`src/core/cpg_pkg.sv`:
```
// What this block does
// - Receive monitor term scales by code over 64
// - Receive code zero mutes receive term
// - Transmit monitor term scales by code over 64
// - Transmit code zero mutes transmit term
// - Ring register: delay top two, limit low six
// - Three delay bits select 256 ms steps
// - Ring invalid when 2 ms timer exceeds limit
`default_nettype none
package cpg_pkg;

    // ---------------------------------------------------------------
    // Register map (index, byte address is four times the index)
    // ---------------------------------------------------------------
    localparam logic [5:0] RX_GAIN_IDX   = 6'h14;
    localparam logic [5:0] TX_GAIN_IDX   = 6'h15;
    localparam logic [5:0] RING_CTRL_IDX = 6'h16;
    localparam logic [5:0] RING_EXT_IDX  = 6'h17;

    // ---------------------------------------------------------------
    // Reset values and field layout
    // ---------------------------------------------------------------
    localparam logic [7:0] RX_GAIN_RST   = 8'h00;
    localparam logic [7:0] TX_GAIN_RST   = 8'h00;
    localparam logic [7:0] RING_CTRL_RST = 8'h96;
    localparam logic [7:0] RING_EXT_RST  = 8'h00;
    localparam int         DLY_LSB       = 6;
    localparam int         LIMIT_W       = 6;
    localparam int         GAIN_SHIFT    = 6;
    localparam logic [7:0] GAIN_UNITY    = 8'h40;

    // ---------------------------------------------------------------
    // Timing
    // ---------------------------------------------------------------
    localparam int CLK_KHZ        = 40000;
    localparam int RING_STEP_US   = 2000;
    localparam int DELAY_STEP_MS  = 256;
    localparam int RING_STEP_CYC  = (RING_STEP_US * CLK_KHZ) / 1000;
    localparam int DELAY_STEP_TK  = (DELAY_STEP_MS * 1000) / RING_STEP_US;

    typedef enum logic [1:0] {
        RING_IDLE  = 2'b00,
        RING_QUAL  = 2'b01,
        RING_DELAY = 2'b11,
        RING_VALID = 2'b10
    } cpg_ring_t;

endpackage : cpg_pkg
`default_nettype wire

```
`src/core/cpg_regs.sv`:
```
// Implementation choice: the Avalon-MM slave port.
`timescale 1ns/1ps
`default_nettype none
module cpg_regs
    import cpg_pkg::*;
#(
    parameter int TICK_CYCLES = RING_STEP_CYC
)(
    // Clock and reset
    input  wire logic               core_clk,
    input  wire logic               resetn,
    // Avalon-MM slave
    input  wire logic [7:0]         address,
    input  wire logic               read,
    input  wire logic               write,
    input  wire logic [31:0]        writedata,
    output logic      [31:0]        readdata,
    output logic                    waitrequest,
    // Monitor samples
    input  wire logic signed [15:0] rx_sample,
    input  wire logic signed [15:0] tx_sample,
    input  wire logic               sample_valid,
    output logic signed [15:0]      call_progress_monitor_out,
    // Ring validation
    input  wire logic               ring_event,
    output logic                    ring_valid,
    output logic                    ring_invalid
);

    // ---------------------------------------------------------------
    // Bus slave: one wait state, then answer
    // ---------------------------------------------------------------
    logic        ack_q, ack_d;
    logic [31:0] rdata_q, rdata_d;
    logic [7:0]  rx_gain_q, rx_gain_d, tx_gain_q, tx_gain_d;
    logic [7:0]  ring_ctrl_q, ring_ctrl_d, ring_ext_q, ring_ext_d;
    logic [5:0]  idx;
    logic        req, wr_go;

    assign idx         = address[7:2];
    assign req         = read | write;
    assign waitrequest = req & ~ack_q;
    assign wr_go       = write & ack_q;
    assign readdata    = rdata_q;

    always_comb
    begin
        ack_d       = req & ~ack_q;
        rdata_d     = rdata_q;
        rx_gain_d   = rx_gain_q;
        tx_gain_d   = tx_gain_q;
        ring_ctrl_d = ring_ctrl_q;
        ring_ext_d  = ring_ext_q;
        if (read & ~ack_q)
        begin
            // Unmapped addresses read as zero
            case (idx)
                RX_GAIN_IDX:   rdata_d = {24'h000000, rx_gain_q};
                TX_GAIN_IDX:   rdata_d = {24'h000000, tx_gain_q};
                RING_CTRL_IDX: rdata_d = {24'h000000, ring_ctrl_q};
                RING_EXT_IDX:  rdata_d = {24'h000000, 7'h00, ring_ext_q[0]};
                default:       rdata_d = 32'h00000000;
            endcase
        end
        if (wr_go)
        begin
            case (idx)
                RX_GAIN_IDX:   rx_gain_d   = writedata[7:0];
                TX_GAIN_IDX:   tx_gain_d   = writedata[7:0];
                RING_CTRL_IDX: ring_ctrl_d = writedata[7:0];
                RING_EXT_IDX:  ring_ext_d  = {7'h00, writedata[0]};
                default:       ;
            endcase
        end
    end

    always_ff @(posedge core_clk or negedge resetn)
    begin
        if (!resetn)
        begin
            ack_q       <= 1'b0;
            rdata_q     <= 32'h00000000;
            rx_gain_q   <= RX_GAIN_RST;
            tx_gain_q   <= TX_GAIN_RST;
            ring_ctrl_q <= RING_CTRL_RST;
            ring_ext_q  <= RING_EXT_RST;
        end
        else
        begin
            ack_q       <= ack_d;
            rdata_q     <= rdata_d;
            rx_gain_q   <= rx_gain_d;
            tx_gain_q   <= tx_gain_d;
            ring_ctrl_q <= ring_ctrl_d;
            ring_ext_q  <= ring_ext_d;
        end
    end

    // ---------------------------------------------------------------
    // Monitor gain: code/64 per path, saturated sum
    // ---------------------------------------------------------------
    logic signed [24:0] rx_prod, tx_prod;
    logic signed [18:0] rx_term, tx_term;
    logic signed [19:0] mon_sum;
    logic signed [15:0] mon_q, mon_d;

    assign rx_prod = rx_sample * $signed({1'b0, rx_gain_q});
    assign tx_prod = tx_sample * $signed({1'b0, tx_gain_q});
    // Explicit mute so a zero code never leaks rounding residue
    assign rx_term = (rx_gain_q == 8'h00) ? 19'sh00000
                                          : rx_prod[24:GAIN_SHIFT];
    assign tx_term = (tx_gain_q == 8'h00) ? 19'sh00000
                                          : tx_prod[24:GAIN_SHIFT];
    assign mon_sum = 20'(rx_term) + 20'(tx_term);

    always_comb
    begin
        mon_d = mon_q;
        if (sample_valid)
        begin
            // Up to +12 dB per path can overflow 16 bits, so clip
            if (mon_sum > 20'sh07FFF)
                mon_d = 16'sh7FFF;
            else if (mon_sum < -20'sh08000)
                mon_d = -16'sh8000;
            else
                mon_d = mon_sum[15:0];
        end
    end

    always_ff @(posedge core_clk or negedge resetn)
    begin
        if (!resetn)
            mon_q <= 16'sh0000;
        else
            mon_q <= mon_d;
    end

    assign call_progress_monitor_out = mon_q;

    // ---------------------------------------------------------------
    // Ring validation engine
    // ---------------------------------------------------------------
    logic [5:0]     ring_period_limit;
    logic [2:0]     ring_assert_delay;
    logic [16:0]    div_q, div_d;
    logic           tick;
    logic [6:0]     per_q, per_d;
    logic [9:0]     dly_q, dly_d;
    logic [9:0]     dly_target;
    logic           inv_q, inv_d;
    logic           too_slow;
    cpg_ring_t      st_q, st_d;

    assign ring_period_limit = ring_ctrl_q[LIMIT_W-1:0];
    assign ring_assert_delay = {ring_ext_q[0], ring_ctrl_q[DLY_LSB+1:DLY_LSB]};
    assign tick       = (div_q == 17'(TICK_CYCLES - 1));
    assign too_slow   = (per_q > {1'b0, ring_period_limit});
    assign dly_target = 10'(ring_assert_delay * DELAY_STEP_TK);

    always_comb
    begin
        div_d = tick ? 17'h00000 : div_q + 17'h00001;
        per_d = per_q;
        dly_d = dly_q;
        inv_d = 1'b0;
        st_d  = st_q;
        // 2 ms timer restarts on each event and saturates past any limit
        if (ring_event)
            per_d = 7'h00;
        else if (tick && per_q != 7'h7F)
            per_d = per_q + 7'h01;
        case (st_q)
            RING_IDLE:
                if (ring_event)
                    st_d = RING_QUAL;
            RING_QUAL, RING_DELAY, RING_VALID:
            begin
                if (too_slow)
                begin
                    inv_d = 1'b1;
                    st_d  = RING_IDLE;
                end
                else if (st_q == RING_QUAL && ring_event)
                begin
                    dly_d = 10'h000;
                    st_d  = (dly_target == 10'h000) ? RING_VALID : RING_DELAY;
                end
                else if (st_q == RING_DELAY)
                begin
                    if (tick)
                        dly_d = dly_q + 10'h001;
                    if (dly_q >= dly_target)
                        st_d = RING_VALID;
                end
            end
            default:
                st_d = RING_IDLE;
        endcase
    end

    always_ff @(posedge core_clk or negedge resetn)
    begin
        if (!resetn)
        begin
            div_q <= 17'h00000;
            per_q <= 7'h00;
            dly_q <= 10'h000;
            inv_q <= 1'b0;
            st_q  <= RING_IDLE;
        end
        else
        begin
            div_q <= div_d;
            per_q <= per_d;
            dly_q <= dly_d;
            inv_q <= inv_d;
            st_q  <= st_d;
        end
    end

    assign ring_valid   = (st_q == RING_VALID);
    assign ring_invalid = inv_q;
endmodule : cpg_regs
`default_nettype wire

```
`config.mk`:
```
export PLATFORM = sky130hd
export DESIGN_NAME = cpg_regs
export DESIGN_NICKNAME = d
export VERILOG_FILES = /design/src/core/cpg_pkg.sv /design/src/core/cpg_regs.sv
export SDC_FILE = /design/constraint.sdc
export NUM_CORES = 1
export LEC_CHECK = 0
export BUFFER_PORTS_ARGS = -buffer_cell sky130_fd_sc_hd__clkbuf_2
export CAP_MARGIN = 0
export CORE_UTILIZATION = 50
export DETAILED_ROUTE_END_ITERATION = 10
export HOLD_SLACK_MARGIN = 0.08
export PLACE_DENSITY = 0.68
export SYNTH_ARGS = -nofsm -noshare
export SYNTH_HDL_FRONTEND = slang
export SYNTH_SLANG_ARGS = --single-unit
```
`constraint.sdc`:
```
create_clock -name core_clk -period 8.9 [get_ports core_clk]
set_clock_uncertainty 0.15 [all_clocks]
set_input_delay 1.78 -clock core_clk [delete_from_list [all_inputs] [get_ports core_clk]]
set_output_delay 1.78 -clock core_clk [all_outputs]
set_load 0.03 [all_outputs]
```
==> flow_metrics.py, run 1 <==
metrics = {
    "routing": {
        "dr.pass1.iters": 5,
        "routed_wl_um": 30070,
        "wl_per_cell_um": 14.44,
        "drtIter0Drc": 463,
        "drc": 0,
        "antenna_left": 0,
        "vias": 10560,
        "routed_via_density": 5.070,
    },
    "floorplanning": {
        "start_util": 0.5089,
        "floorplan.rows": 61,
        "placeableCoreArea_um2": 27780,
        "die_y_um": 170.2,
        "ios": 129,
        "dieArea_um2": 28950,
        "dieWidth_um": 170.2,
    },
    "sta": {
        "rsz0062_at_grt": "false",
        "period_share": 0.9547,
        "worst_slew_pin_slew_ns": 1.258,
        "hold_viol": 0,
        "slew_headroom": 0.1593,
        "tns_ns": 0,
        "clock.fmax_mhz": 117.7,
        "whs_ns": 0.3143,
        "final-setup-viol-count": 0,
        "slew_viol_final": 0,
        "min_period_ns": 8.497,
    },
    "cts": {
        "cts_setup_buffers": 0,
        "clk_latency_ns": 0.36,
        "ctsResizeCount": 0,
        "clk_pin_slew_worst_paths_ns": 0.08,
        "clock_sinks": 87,
        "cts_buffer_depth": 2,
        "cts-root-buf": "clkbuf_16",
        "cts_max_level": 3,
        "cts_tree": "done",
        "cts_buffers": 9,
        "holdBufCountCts": 0,
    },
    "setup_path": {
        "crit_path_frequent_cell": "fa_1",
        "critPathSlowestCell": "fa_1",
        "cp_data_required_time_ns": 9.03,
        "cp-end-kind": "register",
        "crit_type": "in -> reg",
        "critPathMaxStageDelay_ns": 0.56,
        "critPathMaxFanout": 10,
        "arrival_ns": 8.63,
        "critPathLaunchType": "input port",
    },
    "logic_synthesis": {
        "syn_inst": 1581,
        "yosys_warnings": 0,
        "async_reset_ff_frac": 1.000,
        "synth.ff_latch_count": 87,
        "syn-cell-area_um2": 14140,
        "synth.distinct_cells": 71,
        "yosysSeqAreaShare": 0.1543,
        "ys.flop_type": "dfrtp_1",
        "synth_edf_count": 0,
        "syn_area_per_cell_um2": 8.943,
    },
    "global_route": {
        "grt_pass1_vias": 11050,
        "grt_overflow_total": 0,
        "grt_max_degree": 72,
        "antenna_found_initial": 1,
        "track_usage": 0.2241,
        "grt_pass1_wl_um": 51870,
    },
    "final_layout": {
        "drive_above_1_share": 0.1262,
        "mostFrequentLayoutCell": "inv_1",
        "nets": 2108,
        "final_cell_mix": "inv_1, fa_1, nand2_1, ha_1, and2_1",
        "n_fill_cell": 2525,
        "areaGrowthSynthToFinish_pct": 10.55,
    },
    "place": {
        "port_buffers": 78,
        "gp_congestion": 0.8545,
        "post-dp-hpwl_um": 24790,
    },
    "status": {
        "status": "complete, no violations",
    },
    "power": {
        "p_leak_nw": 8.459,
        "power.density_nw_per_um2": 151.8,
        "worst_ir_drop_vdd_uv": 127.3,
    },
    "run": {
        "max_cap_violations": 0,
    },
    "hold_path": {
        "hold_path_class": "reg -> reg",
    },
}
-- worst paths after layout --
| check | from | slack [ns] | cells after the start | endpoint |
|---|---|---|---|---|
| setup / recovery | tx_sample[5] | 0.40 | 29 | call_progress_monitor_out[7] |
| hold / removal | ack_q | 0.31 | 1 | ack_q |
| setup reg to reg | rx_gain_q[2] | 1.15 | 28 | call_progress_monitor_out[7] |
| hold reg to reg | ack_q | 0.31 | 1 | ack_q |
| max in group asynchronous | resetn | 6.27 | 2 | ring_ctrl_q[5] |
| min in group asynchronous | resetn | 1.13 | 1 | call_progress_monitor_out[14] |
-- through the flow --
step,area [um^2],power [mW],instances,setup WS (ns),util
after global placement,15310,1.953,2065,-0.008873,0.5512
final,15630,2.372,2082,0.4033,0.5626
after CTS,15630,2.395,2081,0.2867,0.5625
after floorplan,14220,1.581,1604,0.3577,-
after detailed placement,15310,1.985,2065,-0.03999,0.5512
after global routing,15630,2.595,2081,0.02945,0.5625
-- registers in the layout, summed over array words and instances, names as in the netlist --
| name | cells |
|---|---|
| readdata | 8 |
| call_progress_monitor_out | 16 |
| ring_ext_q | 1 |
| tx_gain_q | 8 |
| ring_invalid | 1 |
| ring_ctrl_q | 8 |
| rx_gain_q | 8 |
| per_q | 7 |
| st_q | 2 |
| div_q | 17 |
| dly_q | 10 |
| ack_q | 1 |
-- critical path, delay by kind of cell --
family	cells	cell delay [ns]
adders and majority gates	6	2.64
AOI/OAI and AO/OA	12	2.73
buffers and inverters	5	0.51
muxes	1	0.17
xor gates and xnor gates	1	0.20
and+or+nand+nor	4	0.57
-- power by group --
part	leakage, nW	switching (mW)	internal [mW]
registers	1.14	0.0667	0.458
logic	7.17	0.844	0.606
clock network	0.152	0.195	0.202
-- cells by family (layout without fill, tap and decap cells) --
| group | Yosys count | in the layout | synth area share |
|---|---|---|---|
| other cells | 1 | 25 | 0.0002652 |
| fa+ha+maj | 332 | 332 | 0.4016 |
| buf+inv | 390 | 489 | 0.1108 |
| flops | 87 | 87 | 0.1543 |
| xor+xnor | 79 | 79 | 0.04894 |
| compound gates | 170 | 170 | 0.08867 |
| simple gates | 492 | 492 | 0.1716 |
| mux | 30 | 30 | 0.02381 |
-- per-layer routing --
metal / global-route usage / part of all wire / vias to the layer above
met3: 0.03372 / 0.042 / 32
li1: - / - / 5141
met4: 0.04740 / 0.014 / 0
met2: 0.3959 / 0.50 / 195
met1: 0.2899 / 0.45 / 5187
met5: 0 / 0 / -
-- final cells by class --
cell class / count / area (um^2) / share of cell area
Inverter: 320 / 1201 / 0.07685
Clock buffer: 9 / 225.2 / 0.01441
Clock inverter: 7 / 88.84 / 0.005684
Antenna cell: 1 / 2.502 / 0.0001601
Tap cell: 378 / 473.0 / 0.03026
Timing Repair Buffer: 153 / 980.9 / 0.06276
Sequential cell: 87 / 2182 / 0.1396
Multi-Input combinational cell: 1127 / 10480 / 0.6703
-- Yosys cell counts (2+ instances only) --
library cell	n	area, um^2
a211o_1	2	17.52
a211oi_1	8	60.06
a21o_1	17	127.6
a21oi_1	38	190.2
a221o_1	2	20.02
a221oi_1	2	17.52
a22o_1	8	70.07
a41oi_1	3	26.28
and2_1	126	788.3
and3_1	10	62.56
and4_1	5	43.79
and4b_1	2	20.02
buf_1	2	7.510
buf_2	4	20.02
buf_4	24	180.2
clkbuf_1	39	146.4
dfrtp_1	83	2077
dfstp_2	4	105.1
fa_1	203	4064
ha_1	129	1614
inv_1	320	1201
mux2_2	19	214.0
mux2i_1	10	100.1
nand2_1	175	656.9
nand2b_1	3	18.77
nand3_1	16	80.08
nand4_1	14	87.58
nor2_1	87	326.6
nor2b_1	10	62.56
nor3_1	22	110.1
nor4bb_1	2	20.02
o21a_1	12	90.09
o21ai_0	37	185.2
o21bai_1	6	45.04
o221ai_1	4	35.03
o221ai_2	10	150.1
o31ai_1	2	15.01
o41ai_1	2	17.52
or2_2	2	12.51
or3_1	6	37.54
or4_1	4	30.03
xnor2_1	46	402.9
xor2_1	33	289.0
(Power assumes the default switching activity.)
==> run 2: changes to the inputs <==
--- a/config.mk
+++ b/config.mk
@@ -7,6 +7,7 @@
 export LEC_CHECK = 0
 export BUFFER_PORTS_ARGS = -buffer_cell sky130_fd_sc_hd__clkbuf_2
 export CAP_MARGIN = 0
+export CORE_MARGIN = 2
 export CORE_UTILIZATION = 50
 export DETAILED_ROUTE_END_ITERATION = 10
 export HOLD_SLACK_MARGIN = 0.08
==> run 2 against run 1 <==
- final cell count barely moved
- sequential cell count did not move
- register-to-register slack worse by 0.08 ns
- first-iteration DRC count up 8.6%
- routed wire length up 1.8%
- critical path type unchanged
- highest routed layer is now met5
==> flow_metrics.py, run 2 (synthesis results as in run 1) <==
metrics = {
    "setup_path": {
        "rr_endpoint": "call_progress_monitor_out[9]",
        "r2r_start": "tx_gain_q[1]",
        "cp_data_required_time_ns": 9.02,
        "critPathMaxFanout": 10,
        "cp-end-kind": "register",
        "crit_start": "rx_sample[7]",
        "crit_path_frequent_cell": "fa_1",
        "arrival_ns": 8.59,
        "critPathMaxStageDelay_ns": 0.56,
        "reg2regPathDepth": 29,
        "critPathSlowestCell": "fa_1",
        "crit_type": "in -> reg",
        "critPathLaunchType": "input port",
        "r2r_slack_ns": 1.07,
    },
    "cts": {
        "clk_latency_ns": 0.36,
        "holdBufCountCts": 0,
        "clock_sinks": 87,
        "cts_max_level": 3,
        "cts-root-buf": "clkbuf_16",
        "cts_buffers": 9,
        "clk_pin_slew_worst_paths_ns": 0.08,
        "cts_buffer_depth": 2,
        "cts_tree": "done",
    },
    "hold_path": {
        "min_from": "ack_q",
        "hold_path_class": "reg -> reg",
        "hold_depth": 1,
        "whs_endpoint": "ack_q",
    },
    "final_layout": {
        "seq_area_um2": 2182,
        "fin_util": 0.5643,
        "drive_above_1_share": 0.1284,
        "areaGrowthSynthToFinish_pct": 10.88,
        "mostFrequentLayoutCell": "inv_1",
        "instances_no_fill": 2084,
        "multi_input_area_um2": 10490,
        "nets": 2110,
        "largest_register_ffs": 17,
        "n_fill_cell": 2563,
        "final_cell_mix": "inv_1, fa_1, nand2_1, ha_1, and2_1",
        "top_register": "div_q",
    },
    "sta": {
        "setup_slack_ns": 0.4359,
        "whs_ns": 0.3134,
        "slew_headroom": 0.1067,
        "period_share": 0.9510,
        "slew_viol_final": 0,
        "rsz0062_at_grt": "false",
        "clock.fmax_mhz": 118.1,
        "final-setup-viol-count": 0,
        "min_period_ns": 8.464,
        "tns_ns": 0,
        "hold_viol": 0,
        "worst_slew_pin_slew_ns": 1.337,
    },
    "power": {
        "seqPwrFrac": 0.218,
        "swShare": 0.4591,
        "p_leak_nw": 8.475,
        "power.internal_mw": 1.305,
        "worst_ir_drop_vdd_uv": 113.8,
        "power.density_nw_per_um2": 153.9,
        "switchingPower_mw": 1.108,
        "p_clk_frac": 0.171,
        "combPwrFrac": 0.611,
    },
    "floorplanning": {
        "die_y_um": 172.2,
        "placeableCoreArea_um2": 27780,
        "floorplan.rows": 61,
        "ios": 129,
        "start_util": 0.5089,
        "dieArea_um2": 29640,
        "dieWidth_um": 172.2,
    },
    "routing": {
        "routed_wl_um": 30610,
        "antenna_left": 0,
        "drtIter0Drc": 503,
        "dr.pass1.iters": 5,
        "wl_per_cell_um": 14.69,
        "routed_via_density": 5.131,
        "drc": 0,
        "vias": 10690,
    },
    "global_route": {
        "grt_pass1_vias": 11060,
        "track_usage": 0.2216,
        "grt_overflow_total": 0,
        "antenna_found_initial": 2,
        "grt_pass1_wl_um": 52300,
        "grt_max_degree": 72,
    },
    "run": {
        "max_cap_violations": 0,
    },
    "status": {
        "status": "complete, no violations",
    },
    "place": {
        "post-place-cells": 2065,
        "place_ws_ns": -0.1984,
        "gp_congestion": 0.8546,
        "port_buffers": 78,
        "post-dp-hpwl_um": 25140,
    },
}
## run 2: how the worst max path moves through the flow
stage                               endpoint  cells after the start
2_1_floorplan  call_progress_monitor_out[10]                     27
3_3_place_gp    call_progress_monitor_out[8]                     27
3_5_place_dp    call_progress_monitor_out[9]                     27
4_1_cts         call_progress_monitor_out[9]                     27
5_1_grt         call_progress_monitor_out[2]                     28
6_report        call_progress_monitor_out[9]                     29
## run 2: area by class of cell
type,count,area share
diodes,1,0.0001596
clock buffers,9,0.01437
clock inverters,7,0.006146
inverters,320,0.07662
multi-input cells,1127,0.6690
flip-flops and latches,87,0.1392
well taps,378,0.03017
repair buffers,155,0.06433
## run 2: timing repair
item / in CTS / in global routing
setup buffers: 0 / 2
endpoints found under the setup margin: 0 / 15
gates resized for setup: 0 / 3
## run 2: metal layers
metal  wire length [um]  part of all wire  global-route usage
met2              15320              0.50              0.3924
met4                476             0.016             0.05152
met3               1326             0.043             0.03685
met1              13480              0.44              0.2844
met5                  8           0.00026                   0
## run 2: power groups by stage
stage	combinational, mW	sequential [mW]	clock (mW)
CTS	1.48	0.526	0.421
floorplan	1.01	0.570	0
global placement	1.44	0.531	0
detailed placement	1.47	0.534	0
global route	1.67	0.535	0.435
finish	1.47	0.526	0.412
## run 2: worst max-delay path, delay by kind of cell
| kind | cells | cell delay, ns |
|---|---|---|
| AOI/OAI and AO/OA | 11 | 2.54 |
| and+or+nand+nor | 5 | 0.65 |
| muxes | 1 | 0.17 |
| buffers and inverters | 5 | 0.55 |
| adders and majority gates | 6 | 2.75 |
| xor gates and xnor gates | 1 | 0.16 |
## run 2: stage by stage
| stage | total power, mW | cell area (um^2) |
|---|---|---|
| floorplan | 1.581 | 14220 |
| global placement | 1.967 | 15330 |
| detailed placement | 2.006 | 15330 |
| CTS | 2.429 | 15650 |
| global route | 2.643 | 15670 |
| finish | 2.413 | 15680 |
